<file path="src/hw/tsrmux_pkg.sv">
// Package: register map, field layout, resets and types of the test/role mux control
package tsrmux_pkg;

	// Register byte addresses (offsets not printed; chosen here)
	localparam logic [3:0] TSRMUX_OFF_TEST = 4'h0;
	localparam logic [3:0] TSRMUX_OFF_ROLE = 4'h4;
	localparam logic [3:0] TSRMUX_OFF_CONV = 4'h8;
	localparam logic [3:0] TSRMUX_OFF_STAT = 4'hC;

	// Reset values
	localparam logic [7:0] TSRMUX_TEST_RESET = 8'h00;
	localparam logic [7:0] TSRMUX_ROLE_RESET = 8'h00;
	localparam logic [7:0] TSRMUX_CONV_RESET = 8'h00;

	// Writable bits of each register
	localparam logic [7:0] TSRMUX_TEST_MASK = 8'hFB;
	localparam logic [7:0] TSRMUX_ROLE_MASK = 8'hE8;
	localparam logic [7:0] TSRMUX_CONV_MASK = 8'h7F;

	// Field positions, test control
	localparam int TSRMUX_DIG_EN_BIT = 7;
	localparam int TSRMUX_DSEL_LSB = 4;
	localparam int TSRMUX_UVLO_BIT = 3;
	localparam int TSRMUX_EAPARK_BIT = 1;
	localparam int TSRMUX_ANA_EN_BIT = 0;
	// Field positions, role register
	localparam int TSRMUX_ROLE_LSB = 6;
	localparam int TSRMUX_RFB_BIT = 5;
	localparam int TSRMUX_SEMI_BIT = 3;
	// Field position, converter control
	localparam int TSRMUX_CHS_LSB = 2;

	// AXI responses
	localparam logic [1:0] TSRMUX_RESP_OKAY = 2'h0;
	localparam logic [1:0] TSRMUX_RESP_SLVERR = 2'h2;

	typedef enum logic [1:0] {
		TSRMUX_STANDALONE = 2'b00,
		TSRMUX_MASTER = 2'b01,
		TSRMUX_SLAVE = 2'b10,
		TSRMUX_SEMI = 2'b11
	} tsrmux_role_t;

	typedef enum logic [2:0] {
		TSRMUX_DSEL_COMP = 3'b000,
		TSRMUX_DSEL_PWML = 3'b001,
		TSRMUX_DSEL_PWM = 3'b010,
		TSRMUX_DSEL_TMR = 3'b011,
		TSRMUX_DSEL_OV = 3'b100,
		TSRMUX_DSEL_SWF = 3'b101,
		TSRMUX_DSEL_ONESHOT = 3'b110,
		TSRMUX_DSEL_NONE = 3'b111
	} tsrmux_dsel_t;

	// Internal digital test sources
	typedef struct packed {
		logic desat_comparator_out;
		logic pwm_after_monostable;
		logic pwm_oscillator;
		logic timer_match_flag;
		logic overvoltage_comparator_out;
		logic switching_freq_out;
		logic secondary_pulse_oneshot;
	} tsrmux_test_src_t;

	// One pin: output, enable
	typedef struct packed {
		logic o;
		logic oe;
	} tsrmux_pin_t;

	// Analog steering controls
	typedef struct packed {
		logic port_a_pin0_analog_connect;
		logic adc_analog_connect;
		logic [4:0] analog_channel_field;
		logic gate_uvlo_level_select;
		logic error_amp_park;
		logic current_sense_output_pin_sel;
		logic second_reference_dac_en;
	} tsrmux_analog_t;

endpackage : tsrmux_pkg

</file>
<file path="src/hw/tsrmux_regs.sv">
// Byte register bank with per-register write masks
`timescale 1ns/1ps
module tsrmux_regs #(
	parameter int NREG = 3
) (
	input wire logic aclk,
	input wire logic aresetn,
	input wire logic wr_en,
	input wire logic [1:0] wr_idx,
	input wire logic [7:0] wr_data,
	input wire logic [1:0] rd_idx,
	input wire logic [7:0] masks [NREG],
	input wire logic [7:0] resets [NREG],
	output logic [7:0] rd_data,
	output logic [7:0] q [NREG]
);
	// Storage; masked bits never take a one
	always_ff @(posedge aclk) begin
		for (int i = 0; i < NREG; i++) begin
			if (!aresetn) begin
				q[i] <= resets[i];
			end else if (wr_en && wr_idx == i[1:0]) begin
				q[i] <= wr_data & masks[i];
			end
		end
	end

	// Registered read port
	always_ff @(posedge aclk) begin
		if (!aresetn) begin
			rd_data <= 8'h00;
		end else if (rd_idx < NREG[1:0]) begin
			rd_data <= q[rd_idx];
		end else begin
			rd_data <= 8'h00;
		end
	end
endmodule : tsrmux_regs

</file>
<file path="src/hw/tsrmux_top.sv">
// Test signal and system role pin mux control with AXI4-Lite register slave
//
// Chosen here: the AXI4-Lite register port and the register addresses.
`timescale 1ns/1ps
// What this block does
// - Digital enable drives pin0 from test mux
// - Digital path wins over analog on pin0
// - Analog only: test signals reach converter input
// - Analog enable bit0 connects analog mux to pin0
// - Analog channel chosen by converter control field
// - Three-bit select picks digital source; 111 none
// - UVLO select resets low; set picks higher
// - Park resets zero; set parks amplifier low
// - Role 00: stand-alone, no reference, internal sync
// - Role 01: reference out, sync clock out
// - Role 10: sync taken from clock input
// - Role 11: semi bit picks reference or clock
// - Feedback bit steers sense amplifier to pin
// - Role bits 4,2..0 ignore writes, read zero
// - Channel field sits in converter bits 6..2
module tsrmux_top (
	input wire logic aclk,
	input wire logic aresetn,
	input wire logic [3:0] s_axi_awaddr,
	input wire logic s_axi_awvalid,
	output logic s_axi_awready,
	input wire logic [31:0] s_axi_wdata,
	input wire logic [3:0] s_axi_wstrb,
	input wire logic s_axi_wvalid,
	output logic s_axi_wready,
	output logic [1:0] s_axi_bresp,
	output logic s_axi_bvalid,
	input wire logic s_axi_bready,
	input wire logic [3:0] s_axi_araddr,
	input wire logic s_axi_arvalid,
	output logic s_axi_arready,
	output logic [31:0] s_axi_rdata,
	output logic [1:0] s_axi_rresp,
	output logic s_axi_rvalid,
	input wire logic s_axi_rready,
	input wire tsrmux_pkg::tsrmux_test_src_t test_src,
	input wire tsrmux_pkg::tsrmux_pin_t gpio_pa0,
	input wire tsrmux_pkg::tsrmux_pin_t gpio_pa1,
	input wire tsrmux_pkg::tsrmux_pin_t gpio_pb1,
	input wire logic sync_clock_output,
	input wire logic port_a_pin1_i,
	output tsrmux_pkg::tsrmux_pin_t port_a_pin0,
	output tsrmux_pkg::tsrmux_pin_t port_a_pin1,
	output tsrmux_pkg::tsrmux_pin_t port_b_pin1,
	output tsrmux_pkg::tsrmux_analog_t analog_ctl,
	output logic sync_clock_input,
	output logic sync_external
);
	import tsrmux_pkg::*;

	// ----------------------------------------
	// Helpers
	// ----------------------------------------
	// Byte address to register index; 3 means status register or unmapped
	function automatic logic [1:0] addr_idx(input logic [3:0] a);
		case (a)
			TSRMUX_OFF_TEST: addr_idx = 2'd0;
			TSRMUX_OFF_ROLE: addr_idx = 2'd1;
			TSRMUX_OFF_CONV: addr_idx = 2'd2;
			default: addr_idx = 2'd3;
		endcase
	endfunction : addr_idx

	function automatic logic mapped(input logic [3:0] a);
		mapped = (a == TSRMUX_OFF_TEST) || (a == TSRMUX_OFF_ROLE) ||
			(a == TSRMUX_OFF_CONV) || (a == TSRMUX_OFF_STAT);
	endfunction : mapped

	// ----------------------------------------
	// AXI4-Lite write channel
	// ----------------------------------------
	logic aw_held;
	logic w_held;
	logic [3:0] aw_addr;
	logic [7:0] w_byte;
	logic w_lane;
	logic wr_fire;
	logic [7:0] masks [3];
	logic [7:0] resets [3];
	logic [7:0] q [3];
	logic [7:0] bank_rd;
	logic rd_pend;
	logic rd_stat;
	logic rd_bad;
	logic [1:0] rd_idx_q;

	assign masks[0] = TSRMUX_TEST_MASK;
	assign masks[1] = TSRMUX_ROLE_MASK;
	assign masks[2] = TSRMUX_CONV_MASK;
	assign resets[0] = TSRMUX_TEST_RESET;
	assign resets[1] = TSRMUX_ROLE_RESET;
	assign resets[2] = TSRMUX_CONV_RESET;

	// Commit once address and data both arrived and no response is pending
	assign wr_fire = aw_held && w_held && !s_axi_bvalid;

	// Address and data latch independently, in either order
	always_ff @(posedge aclk) begin
		if (!aresetn) begin
			aw_held <= 1'b0;
			aw_addr <= 4'h0;
			s_axi_awready <= 1'b0;
		end else begin
			s_axi_awready <= !aw_held && !s_axi_awready && s_axi_awvalid;
			if (s_axi_awvalid && s_axi_awready) begin
				aw_held <= 1'b1;
				aw_addr <= s_axi_awaddr;
			end else if (wr_fire) begin
				aw_held <= 1'b0;
			end
		end
	end

	always_ff @(posedge aclk) begin
		if (!aresetn) begin
			w_held <= 1'b0;
			w_byte <= 8'h00;
			w_lane <= 1'b0;
			s_axi_wready <= 1'b0;
		end else begin
			s_axi_wready <= !w_held && !s_axi_wready && s_axi_wvalid;
			if (s_axi_wvalid && s_axi_wready) begin
				w_held <= 1'b1;
				w_byte <= s_axi_wdata[7:0];
				w_lane <= s_axi_wstrb[0];
			end else if (wr_fire) begin
				w_held <= 1'b0;
			end
		end
	end

	// Response; unmapped address answers SLVERR, status register is read-only
	always_ff @(posedge aclk) begin
		if (!aresetn) begin
			s_axi_bvalid <= 1'b0;
			s_axi_bresp <= TSRMUX_RESP_OKAY;
		end else if (wr_fire) begin
			s_axi_bvalid <= 1'b1;
			s_axi_bresp <= mapped(aw_addr) ? TSRMUX_RESP_OKAY : TSRMUX_RESP_SLVERR;
		end else if (s_axi_bready) begin
			s_axi_bvalid <= 1'b0;
		end
	end

	// ----------------------------------------
	// Register bank
	// ----------------------------------------
	// Only byte lane 0 holds data; other lanes ignored
	tsrmux_regs #(
		.NREG(3)
	) u_regs (
		.aclk(aclk),
		.aresetn(aresetn),
		.wr_en(wr_fire && w_lane),
		.wr_idx(addr_idx(aw_addr)),
		.wr_data(w_byte),
		.rd_idx(addr_idx(s_axi_araddr)),
		.masks(masks),
		.resets(resets),
		.rd_data(bank_rd),
		.q(q)
	);

	// ----------------------------------------
	// AXI4-Lite read channel
	// ----------------------------------------
	// Bank read data is registered on the acceptance edge, so rvalid follows one cycle later
	always_ff @(posedge aclk) begin
		if (!aresetn) begin
			s_axi_arready <= 1'b0;
			rd_pend <= 1'b0;
			rd_stat <= 1'b0;
			rd_bad <= 1'b0;
			rd_idx_q <= 2'd0;
			s_axi_rvalid <= 1'b0;
			s_axi_rdata <= 32'h0000_0000;
			s_axi_rresp <= TSRMUX_RESP_OKAY;
		end else begin
			s_axi_arready <= !s_axi_arready && !rd_pend && !s_axi_rvalid && s_axi_arvalid;
			if (s_axi_arvalid && s_axi_arready) begin
				rd_pend <= 1'b1;
				rd_stat <= s_axi_araddr == TSRMUX_OFF_STAT;
				rd_bad <= !mapped(s_axi_araddr);
				rd_idx_q <= addr_idx(s_axi_araddr);
			end else if (rd_pend) begin
				rd_pend <= 1'b0;
				s_axi_rvalid <= 1'b1;
				s_axi_rresp <= rd_bad ? TSRMUX_RESP_SLVERR : TSRMUX_RESP_OKAY;
				// Status shows the live pin ownership
				s_axi_rdata <= rd_stat ? {26'h0, sync_external, sync_clock_input, port_b_pin1.oe,
					port_a_pin1.oe, port_a_pin0.oe, analog_ctl.adc_analog_connect}
					: {24'h0, bank_rd};
			end else if (s_axi_rvalid && s_axi_rready) begin
				s_axi_rvalid <= 1'b0;
			end
		end
	end

	// ----------------------------------------
	// Decoded controls
	// ----------------------------------------
	logic dig_en;
	logic ana_en;
	tsrmux_dsel_t dsel;
	tsrmux_role_t role;
	logic semi_opt;
	logic dig_val;

	assign dig_en = q[0][TSRMUX_DIG_EN_BIT];
	assign ana_en = q[0][TSRMUX_ANA_EN_BIT];
	assign dsel = tsrmux_dsel_t'(q[0][TSRMUX_DSEL_LSB +: 3]);
	assign role = tsrmux_role_t'(q[1][TSRMUX_ROLE_LSB +: 2]);
	assign semi_opt = q[1][TSRMUX_SEMI_BIT];

	// Digital test source select; unimplemented code drives low
	always_comb begin
		case (dsel)
			TSRMUX_DSEL_COMP: dig_val = test_src.desat_comparator_out;
			TSRMUX_DSEL_PWML: dig_val = test_src.pwm_after_monostable;
			TSRMUX_DSEL_PWM: dig_val = test_src.pwm_oscillator;
			TSRMUX_DSEL_TMR: dig_val = test_src.timer_match_flag;
			TSRMUX_DSEL_OV: dig_val = test_src.overvoltage_comparator_out;
			TSRMUX_DSEL_SWF: dig_val = test_src.switching_freq_out;
			TSRMUX_DSEL_ONESHOT: dig_val = test_src.secondary_pulse_oneshot;
			default: begin
				dig_val = 1'b0;
			end
		endcase
	end

	// ----------------------------------------
	// Pin 0: test outputs over GPIO
	// ----------------------------------------
	// Analog drive is not a digital level, so the digital driver is released
	always_ff @(posedge aclk) begin
		if (!aresetn) begin
			port_a_pin0 <= '0;
		end else if (dig_en) begin
			port_a_pin0.o <= dig_val;
			port_a_pin0.oe <= 1'b1;
		end else if (ana_en) begin
			port_a_pin0 <= '0;
		end else begin
			port_a_pin0 <= gpio_pa0;
		end
	end

	// ----------------------------------------
	// Analog controls
	// ----------------------------------------
	always_ff @(posedge aclk) begin
		if (!aresetn) begin
			analog_ctl <= '0;
		end else begin
			analog_ctl.port_a_pin0_analog_connect <= ana_en && !dig_en;
			analog_ctl.adc_analog_connect <= ana_en && !dig_en;
			analog_ctl.analog_channel_field <= q[2][TSRMUX_CHS_LSB +: 5];
			analog_ctl.gate_uvlo_level_select <= q[0][TSRMUX_UVLO_BIT];
			analog_ctl.error_amp_park <= q[0][TSRMUX_EAPARK_BIT];
			analog_ctl.current_sense_output_pin_sel <= q[1][TSRMUX_RFB_BIT];
			analog_ctl.second_reference_dac_en <= (role == TSRMUX_MASTER) ||
				(role == TSRMUX_SEMI && !semi_opt);
		end
	end
	// ----------------------------------------
	// Role pins
	// ----------------------------------------
	// Reference pin released to the analog buffer: digital driver off
	always_ff @(posedge aclk) begin
		if (!aresetn) begin
			port_a_pin1 <= '0;
			port_b_pin1 <= '0;
			sync_clock_input <= 1'b0;
			sync_external <= 1'b0;
		end else begin
			port_a_pin1 <= gpio_pa1;
			port_b_pin1 <= gpio_pb1;
			sync_external <= 1'b0;
			sync_clock_input <= 1'b0;
			case (role)
				TSRMUX_MASTER: begin
					port_b_pin1 <= '0;
					port_a_pin1.o <= sync_clock_output;
					port_a_pin1.oe <= 1'b1;
				end
				TSRMUX_SLAVE: begin
					port_a_pin1 <= '0;
					sync_clock_input <= port_a_pin1_i;
					sync_external <= 1'b1;
				end
				TSRMUX_SEMI: begin
					if (semi_opt) begin
						port_b_pin1.oe <= 1'b1;
						port_a_pin1.o <= sync_clock_output;
						port_a_pin1.oe <= 1'b1;
					end else begin
						port_b_pin1 <= '0;
					end
				end
				default: begin
				end
			endcase
		end
	end
endmodule : tsrmux_top
</file>
<file path="config.mk">
export PLATFORM = sky130hd
export DESIGN_NAME = tsrmux_top
export DESIGN_NICKNAME = d
export VERILOG_FILES = /design/src/hw/tsrmux_pkg.sv /design/src/hw/tsrmux_regs.sv /design/src/hw/tsrmux_top.sv
export SDC_FILE = /design/constraint.sdc
export NUM_CORES = 1
export LEC_CHECK = 0
export BUFFER_PORTS_ARGS = -buffer_cell sky130_fd_sc_hd__buf_4
export CELL_PAD_IN_SITES_DETAIL_PLACEMENT = 0
export CELL_PAD_IN_SITES_GLOBAL_PLACEMENT = 1
export CORE_UTILIZATION = 37
export CTS_CLUSTER_DIAMETER = 100
export DETAILED_ROUTE_END_ITERATION = 12
export PLACE_DENSITY = 0.86
export SLEW_MARGIN = 20
export SYNTH_ARGS = -nofsm -noshare
export SYNTH_HDL_FRONTEND = slang
export SYNTH_SLANG_ARGS = --single-unit
</file>
<file path="constraint.sdc">
create_clock -name aclk -period 2.4 [get_ports aclk]
set_input_delay 0.48 -clock aclk [delete_from_list [all_inputs] [get_ports aclk]]
set_output_delay 0.48 -clock aclk [all_outputs]
set_load 0.005 [all_outputs]
</file>
==> results.py, run 1 <==
metrics = {
    "outcome": {
        "status": "completed",
    },
    "grt": {
        "antenna_found_initial": 0,
        "track_usage_pct": 14.91,
        "grt_pass1_vias": 2224,
        "grt-ovfl-total": 0,
        "grt_pass1_wl_um": 10170,
        "grt_start_max_net_pins": 71,
    },
    "sta": {
        "max-slew-margin-rel_pct": 58.58,
        "clock_skew_ps": 8.085,
        "setup_viol_count_final": 0,
        "clock.fmax_ghz": 0.5969,
        "min_period_over_period_pct": 69.80,
        "fin_setup_tns_ps": 0,
        "fin_crit_ps": 1675,
        "worst_pin_slew_ps": 621.4,
        "worst_hold_slack_ps": 335.1,
        "hold_viol_final": 0,
        "final_max_slew_viol_count": 0,
        "layout_setup_ws_ps": 724.8,
        "rsz0062_at_grt": "no",
    },
    "setup_path": {
        "rr_worst_depth": 4,
        "cp.required_ps": 2620,
        "path_class": "flop to flop",
        "crit_path_end_kind": "flop",
        "cp_max_fo": 7,
        "start_kind": "flop",
        "r2r_slack_ps": 720,
        "crit-reg2reg-capture": "u_regs.q[1]",
        "reg2reg_from": "w_held",
        "arrival_ps": 1890,
    },
    "synthesis": {
        "ys_top_cells_by_count": "77 x dfxtp_1, 66 x nand2_1, 28 x mux2i_1",
        "synth_area_sq_mm": 0.003115,
        "async_reset_ff_share_pct": 0,
        "synth_top_family_by_area": "simple AND/OR/NAND/NOR gates",
        "synth-edff-count": 0,
        "yosysSeqAreaShare_pct": 49.48,
        "yosys_most_used_dff": "dfxtp_1",
        "synthAdderAreaFrac_pct": 0,
        "netlist_instances": 344,
        "yosysTopAreaCell": "dfxtp_1",
        "synthDominantCellAreaShare_pct": 49.48,
        "synth_xor_area_share_pct": 0,
        "synth_seq_cells": 77,
        "synth_compound_area_share_pct": 10.68,
        "yosys.area_share.simple_pct": 20.44,
        "yosys_warnings": 0,
        "synth_area_leaders": "dfxtp_1 49%, mux2i_1 9.0%, nand2_1 8.0%",
        "yosysMostFrequentCell": "dfxtp_1",
        "syn_avg_cell_area_sq_um": 9.057,
        "yosysUniqueCellTypes": 32,
        "muxShareOfSynthArea_pct": 8.996,
    },
    "clock_tree": {
        "clk_path_buf_depth": 2,
        "clk_pin_slew_ps": 80,
        "cts_resized": 0,
        "cts_tree": "built",
        "insertion_delay_ps": 350,
        "cts-root-buf": "clkbuf_8",
        "cts_max_level": 3,
        "cts_made_buffers": 9,
        "holdBufCountCts": 0,
        "post-cts-setup-buffers": 0,
        "cts_sinks": 77,
    },
    "run": {
        "maxCapViolCount": 0,
    },
    "route": {
        "antenna_left": 0,
        "first_iter_violations": 68,
        "viasPerCell": 4.555,
        "wl_per_cell_um": 11.71,
        "dr.pass1.iters": 4,
        "remaining_drc_errors": 0,
        "routed-via-count": 2355,
        "drt_wl_total_um": 6054,
    },
    "pwr": {
        "p_per_area_mw_per_mm2": 638.8,
        "power_uw": 2419,
        "p_leak_uw": 0.001721,
        "ir_worst_vdd_v": 0.0002604,
    },
    "finish": {
        "drive_gt1_share_pct": 21.12,
        "antennaDiodeCount": 0,
        "instances_no_fill": 517,
        "num-nets-final": 473,
        "syn2layout_area_growth_pct": 21.57,
    },
    "floorplanning": {
        "die_width_um": 93.76,
        "core-area_sq_mm": 0.008175,
        "fp.dieH_um": 93.76,
        "start_util_pct": 38.11,
        "io_pins": 126,
        "rows": 33,
        "die-area_sq_mm": 0.008791,
    },
    "min_path": {
        "holdPathEnd": "port_a_pin0[0]",
        "min_path_cells": 3,
        "hp-class": "primary input to flop",
        "worstHoldStart": "gpio_pa0[0]",
    },
    "place": {
        "dp_hpwl_um": 4396,
        "place.gp.congestion": 0.7479,
        "port_buffers": 72,
        "place_inst": 501,
        "pre_cts_ws_ps": 738.2,
    },
}
[where the power goes]
part	total (uW)	internal, uW	switching, uW
Clock	953	506	447
Combinational	151	80.3	70.8
Sequential	1310	1300	15.6
Total	2420	1890	534
[sequential cells by signal, summed over array words and instances, names as in the netlist, 2 cells and up]
signal          count
s_axi_rdata         8
u_regs.rd_data      8
u_regs.q           18
port_b_pin1         2
port_a_pin1         2
port_a_pin0         2
aw_addr             4
w_byte              8
analog_ctl         10
[per-layer routing]
layer	share of wire, %	routed length, um	GRT usage [%]
met3	5.0	304	3.641
met2	46	2767	24.15
met1	48	2887	18.73
met5	0	0	0
met4	1.6	95	6.538
[worst max-delay path: stages (launching register included)]
cell and delay [ps]:
dfxtp_1 380, and3b_1 320, nand3_2 90, or3b_1 570, mux2i_1 190
[layout by cell type (no fill, tap or decap), types with 10 or more instances in the layout]
master and n:
nand3_1 11, nor2b_1 10, clkbuf_8 10, buf_4 72
conb_1 26, nor2_1 18, mux2i_1 28, a21boi_0 18
dfxtp_1 77, nand2_1 66, o21ai_0 13
[how the worst max path moves through the flow]
stage / start / end / slack, ps / cells past startpoint
floorplan: s_axi_arvalid / s_axi_rdata[2] / 970 / 6
global placement: s_axi_bvalid / u_regs.q[6] / 760 / 4
detailed placement: s_axi_bvalid / u_regs.q[1] / 740 / 4
CTS: w_held / u_regs.q[1] / 720 / 4
global route: w_held / u_regs.q[22] / 530 / 4
finish: w_held / u_regs.q[1] / 720 / 4
[through the flow]
| step | utilization [%] | area (sq um) |
|---|---|---|
| 2_1_floorplan | - | 3209 |
| 3_3_place_gp | 43.97 | 3595 |
| 3_5_place_dp | 43.97 | 3595 |
| 4_1_cts | 46.33 | 3787 |
| 5_1_grt | 46.33 | 3787 |
| 6_report | 46.33 | 3787 |
[layout make-up]
cell class	count	area [sq um]
fill	827	4388
sequential	77	1541
multi-input combinational	238	1348
timing repair buffer	72	540.5
clock buffer	12	145.1
tap	105	131.4
clock inverter	4	47.55
inverter	9	33.78
[kinds of logic (layout without fill, tap and decap cells)]
family	Yosys count	in the layout
flops	77	77
compound gates	49	49
buf+inv	54	97
mux	28	28
other cells	1	26
simple gates	135	135
Note: power is estimated with default switching activity, not from simulation.
==> run 2, diff against run 1 <==
Settings changed: CORE_UTILIZATION 37 to 31, PLACE_DENSITY 0.86 to 0.77.
Clock period 2.4 ns to 1.5 ns, I/O delays scaled along.
==> run 2 against run 1 <==
Compared with the run above: critical endpoint is now u_regs.q[3]; critical path type unchanged; register-to-register slack worse by 590 ps; setup slack worse by 590 ps; combinational power is 70% higher; count of clock-buffer cells in the layout is 2 lower; highest routed layer unchanged.
==> results.py, run 2 (same netlist as run 1, synthesis figures left out) <==
metrics = {
    "clock_tree": {
        "insertion_delay_ps": 340,
        "cts_max_level": 3,
        "cts_sinks": 77,
        "clk_pin_slew_ps": 80,
        "cts_made_buffers": 9,
        "cts-root-buf": "clkbuf_8",
        "post-cts-setup-buffers": 0,
        "cts_tree": "built",
        "clk_path_buf_depth": 2,
    },
    "sta": {
        "fin_crit_ps": 1364,
        "worst_pin_slew_ps": 509.2,
        "clock_skew_ps": 5.889,
        "min_period_over_period_pct": 90.92,
        "fin_setup_tns_ps": 0,
        "max-slew-margin-rel_pct": 66.05,
        "hold_viol_final": 0,
        "setup_viol_count_final": 0,
        "final_max_slew_viol_count": 0,
        "clock.fmax_ghz": 0.7333,
        "rsz0062_at_grt": "no",
    },
    "grt": {
        "grt_start_max_net_pins": 37,
        "grt_pass1_wl_um": 9922,
        "antenna_found_initial": 0,
        "grt-ovfl-total": 0,
        "track_usage_pct": 12.40,
        "grt_pass1_vias": 2115,
    },
    "pwr": {
        "ir_worst_vdd_v": 0.0005528,
        "p_per_area_mw_per_mm2": 1068,
        "p_leak_uw": 0.001798,
    },
    "setup_path": {
        "path_class": "flop to flop",
        "cp_max_fo": 7,
        "reg2reg_from": "w_held",
        "path_buf_inv": 0,
        "slowest_delay_ps": 470,
        "arrival_ps": 1580,
        "start_kind": "flop",
        "crit_slowest_cell": "or3b_4",
        "r2r_slack_ps": 140,
        "rr_worst_depth": 4,
        "crit_chain": "and3b_1, nand3_2, or3b_4, mux2i_1",
        "crit_family": "simple AND/OR/NAND/NOR gates",
        "crit_path_end_kind": "flop",
        "cp.required_ps": 1720,
        "crit-reg2reg-capture": "u_regs.q[3]",
    },
    "floorplanning": {
        "die_width_um": 102.3,
        "fp.dieH_um": 102.3,
        "io_pins": 126,
        "die-area_sq_mm": 0.01046,
        "rows": 36,
        "core-area_sq_mm": 0.009774,
        "start_util_pct": 31.87,
    },
    "min_path": {
        "holdPathEnd": "port_a_pin0[0]",
        "hp-class": "primary input to flop",
        "min_path_cells": 3,
        "worstHoldStart": "gpio_pa0[0]",
    },
    "route": {
        "drt_wl_total_um": 6259,
        "wl_met2_um": 2922,
        "routed-via-count": 2393,
        "wl_per_cell_um": 11.26,
        "antenna_left": 0,
        "wl_met1_um": 2953,
        "viasPerCell": 4.304,
        "remaining_drc_errors": 0,
        "routed.top_layer": "met4",
        "wl_met3_um": 328,
        "first_iter_violations": 64,
        "dr.pass1.iters": 4,
    },
    "place": {
        "dp_hpwl_um": 4727,
        "place_inst": 540,
        "place.gp.congestion": 0.7380,
        "port_buffers": 72,
    },
    "finish": {
        "regMostFlops": "u_regs.q",
        "antennaDiodeCount": 0,
        "final_cell_mix": "83 x buf_4, 77 x dfxtp_1, 66 x nand2_1",
        "instances_no_fill": 556,
        "reg_top3": "u_regs.q: 18 flops, analog_ctl: 10 flops",
        "drive_gt1_share_pct": 23.88,
        "num-nets-final": 484,
        "syn2layout_area_growth_pct": 27.19,
        "final_common_cell": "buf_4",
        "largest_reg_flops": 18,
    },
    "run": {
        "maxCapViolCount": 0,
    },
    "outcome": {
        "status": "completed",
    },
}
## run 2: cell count changes in the layout (fill, tap and decap cells not counted)
cell | before | now
clkinvlp_4 | 1 | 2
or3b_4 | 0 | 1
bufinv_16 | 1 | 3
or3b_1 | 1 | 0
clkbuf_1 | 2 | 0
clkinv_2 | 2 | 1
buf_4 | 72 | 83
## run 2: per-stage QoR
stage | utilization [%] | worst slack, ps | power (uW) | area (sq um) | hold slack, ps
2_1_floorplan | - | 79.75 | 2310 | 3209 | 405.7
3_3_place_gp | 37.98 | 25.36 | 2406 | 3712 | 426.1
3_5_place_dp | 37.98 | -13.94 | 2411 | 3712 | 428.3
4_1_cts | 40.54 | 125.2 | 4288 | 3963 | 150.4
5_1_grt | 40.54 | 85.17 | 4408 | 3963 | 146.2
6_report | 40.54 | 136.3 | 4231 | 3963 | 165.9
## run 2: where the power goes
group / total [uW] / switching [uW] / internal (uW)
logic: 256 / 119 / 137
registers: 2100 / 25.3 / 2080
clock network: 1870 / 724 / 1150
## run 2: repair_timing
action | CTS | global route
hold buffers | 0 | 0
gates resized for setup | 1 | 0
endpoints found under the setup margin | 7 | 0
## run 2: routing by layer
metal / global-route usage [%] / up-vias
li1: - / 1230
met1: 15.39 / 1087
met2: 20.19 / 70
met3: 3.215 / 6
met4: 5.604 / 0
met5: 0 / -
## run 2: area by class of cell
type	count	area, sq um
fill	1009	5812
multi-input combinational	238	1350
tap	133	166.4
inverter	9	33.78
clock inverter	6	110.1
sequential	77	1541
timing repair buffer	83	623.1
clock buffer	10	137.6
## run 2: how the worst max path moves through the flow
stage                  from     endpoint  slack, ps  depth (start not counted)
2_1_floorplan  s_axi_bvalid  u_regs.q[2]         80                          6
3_3_place_gp   s_axi_bvalid  u_regs.q[0]         30                          4
3_5_place_dp         w_held  u_regs.q[3]        -10                          4
4_1_cts              w_held  u_regs.q[3]        130                          4
5_1_grt              w_held  u_regs.q[3]         90                          4
6_report             w_held  u_regs.q[3]        140                          4
## run 2: worst min-delay path, cell delays in order
cell	delay (ps)
buf_4	80
nor2_1	30
nor2_1	60
==> run 3, diff against run 2 <==
Settings changed: CAP_MARGIN from default to 15, CORE_MARGIN from default to 1.5.
==> run 3 against run 2 <==
Compared with the run above: global-route usage decreased by 0.19 points; register-to-register slack got worse by 80 ps; hold slack got worse by 1.2 ps; critical path depth increased by 1; setup slack worse by 80 ps; largest power group unchanged; sequential cell count did not move; non-clock buffer count is 1 higher; count of clock-buffer cells in the layout is the same; utilization down 0.12 points.
==> results.py, run 3 (same netlist as run 1, synthesis figures left out) <==
metrics = {
    "clock_tree": {
        "holdBufCountCts": 0,
        "post-cts-setup-buffers": 0,
        "cts-root-buf": "clkbuf_8",
        "cts_sinks": 77,
        "clk_path_buf_depth": 2,
        "clk_pin_slew_ps": 80,
        "cts_tree": "built",
        "insertion_delay_ps": 340,
        "cts_made_buffers": 9,
        "cts_max_level": 3,
    },
    "setup_path": {
        "cp_max_fo": 7,
        "crit_slowest_cell": "or3b_1",
        "cp.required_ps": 1760,
        "start_kind": "flop",
        "slowest_delay_ps": 360,
        "path_class": "flop to flop",
        "crit_chain": "and3b_1, nand3_2, or3b_1, buf_6, mux2i_2",
        "arrival_ps": 1700,
        "crit_path_end_kind": "flop",
    },
    "finish": {
        "seq_area_sq_mm": 0.001541,
        "final_cell_mix": "83 x buf_4, 77 x dfxtp_1, 66 x nand2_1",
        "regMostFlops": "u_regs.q",
        "num-nets-final": 485,
        "largest_reg_flops": 18,
        "final_common_cell": "buf_4",
        "syn2layout_area_growth_pct": 26.83,
        "multiInputGateArea_sq_mm": 0.001351,
        "reg_top3": "u_regs.q: 18 flops, analog_ctl: 10 flops",
        "antennaDiodeCount": 0,
        "instances_no_fill": 557,
        "drive_gt1_share_pct": 24.06,
        "nFillCells": 1002,
    },
    "place": {
        "port_buffers": 72,
        "pre_cts_ws_ps": 53.93,
        "place_inst": 541,
        "place.gp.congestion": 0.7444,
        "dp_hpwl_um": 4792,
    },
    "floorplanning": {
        "fp.dieH_um": 103.3,
        "die_width_um": 103.3,
        "rows": 36,
        "die-area_sq_mm": 0.01066,
        "start_util_pct": 31.87,
        "core-area_sq_mm": 0.009774,
        "io_pins": 126,
    },
    "route": {
        "dr.pass1.iters": 4,
        "antenna_left": 0,
        "wl_per_cell_um": 11.38,
        "drt_wl_total_um": 6337,
        "routed-via-count": 2372,
        "viasPerCell": 4.259,
        "first_iter_violations": 76,
        "remaining_drc_errors": 0,
    },
    "pwr": {
        "p_leak_uw": 0.001790,
        "ir_worst_vdd_v": 0.0004268,
        "p_per_area_mw_per_mm2": 1027,
    },
    "sta": {
        "final_max_slew_viol_count": 0,
        "min_period_over_period_pct": 96.24,
        "hold_viol_final": 0,
        "clock.fmax_ghz": 0.6927,
        "fin_setup_tns_ps": 0,
        "fin_crit_ps": 1444,
        "rsz0062_at_grt": "no",
        "clock_skew_ps": 4.745,
        "setup_viol_count_final": 0,
        "layout_setup_ws_ps": 56.47,
    },
    "grt": {
        "grt_start_max_net_pins": 39,
        "grt_pass1_vias": 2129,
        "antenna_found_initial": 0,
        "track_usage_pct": 12.21,
        "grt_pass1_wl_um": 9908,
        "grt-ovfl-total": 0,
    },
    "outcome": {
        "status": "completed",
    },
    "run": {
        "maxCapViolCount": 0,
    },
    "min_path": {
        "hp-class": "primary input to flop",
    },
}
==> run 3: cell count changes in the layout (fill, tap and decap cells not counted), sizes merged <==
cell | before | now
bufinv | 3 | 2
clkinvlp | 2 | 1
clkinv | 1 | 3
buf | 83 | 84
==> run 3: worst paths after layout <==
check	startpoint	endpoint	slack [ps]	depth (start not counted)
max	s_axi_bvalid	u_regs.q[3]	60	5
min	gpio_pa0[0]	port_a_pin0[0]	160	3
max reg2reg	s_axi_bvalid	u_regs.q[3]	60	5
min reg2reg	rd_pend	s_axi_arready	440	1
==> run 3: final cells by class <==
type	instances	area share [%]
clock buffer	10	3.483
clock inverter	6	2.185
inverter	9	0.8550
multi-input combinational	238	34.20
sequential	77	39.01
tap	133	4.212
timing repair buffer	84	16.05
==> run 3: repair_timing <==
action,4_1_cts,5_1_grt
endpoints found under the hold margin,0,0
setup endpoints to repair,0,2
gates resized for setup,0,2
==> run 3: through the flow <==
stage,hold slack (ps),utilization [%],total power [uW],area [sq um]
CTS,153.0,40.35,4105,3944
finish,164.7,40.43,4057,3951
detailed placement,437.4,38.06,2411,3720
global route,163.2,40.43,4250,3951
global placement,428.7,38.06,2406,3720
floorplan,405.7,-,2310,3209
==> run 3: routing by layer <==
metal  wire [um]  GRT usage (%)  up-vias
met3         447          4.435        9
met1        2888          14.63     1050
met2        2909          20.09       77
met4          91          4.678        0
li1            -              -     1236
met5           0              0        -
==> run 3: worst max-delay path, delay by kind of cell (launching register included) <==
kind                   cells  cell delay [ps]
muxes                      1              190
DFF                        1              340
buffers and inverters      1              160
and+or+nand+nor            3              680
==> run 3: power by group <==
part           switching [uW]  internal (uW)
Clock                     718            978
Combinational             119            138
Sequential               24.6           2080
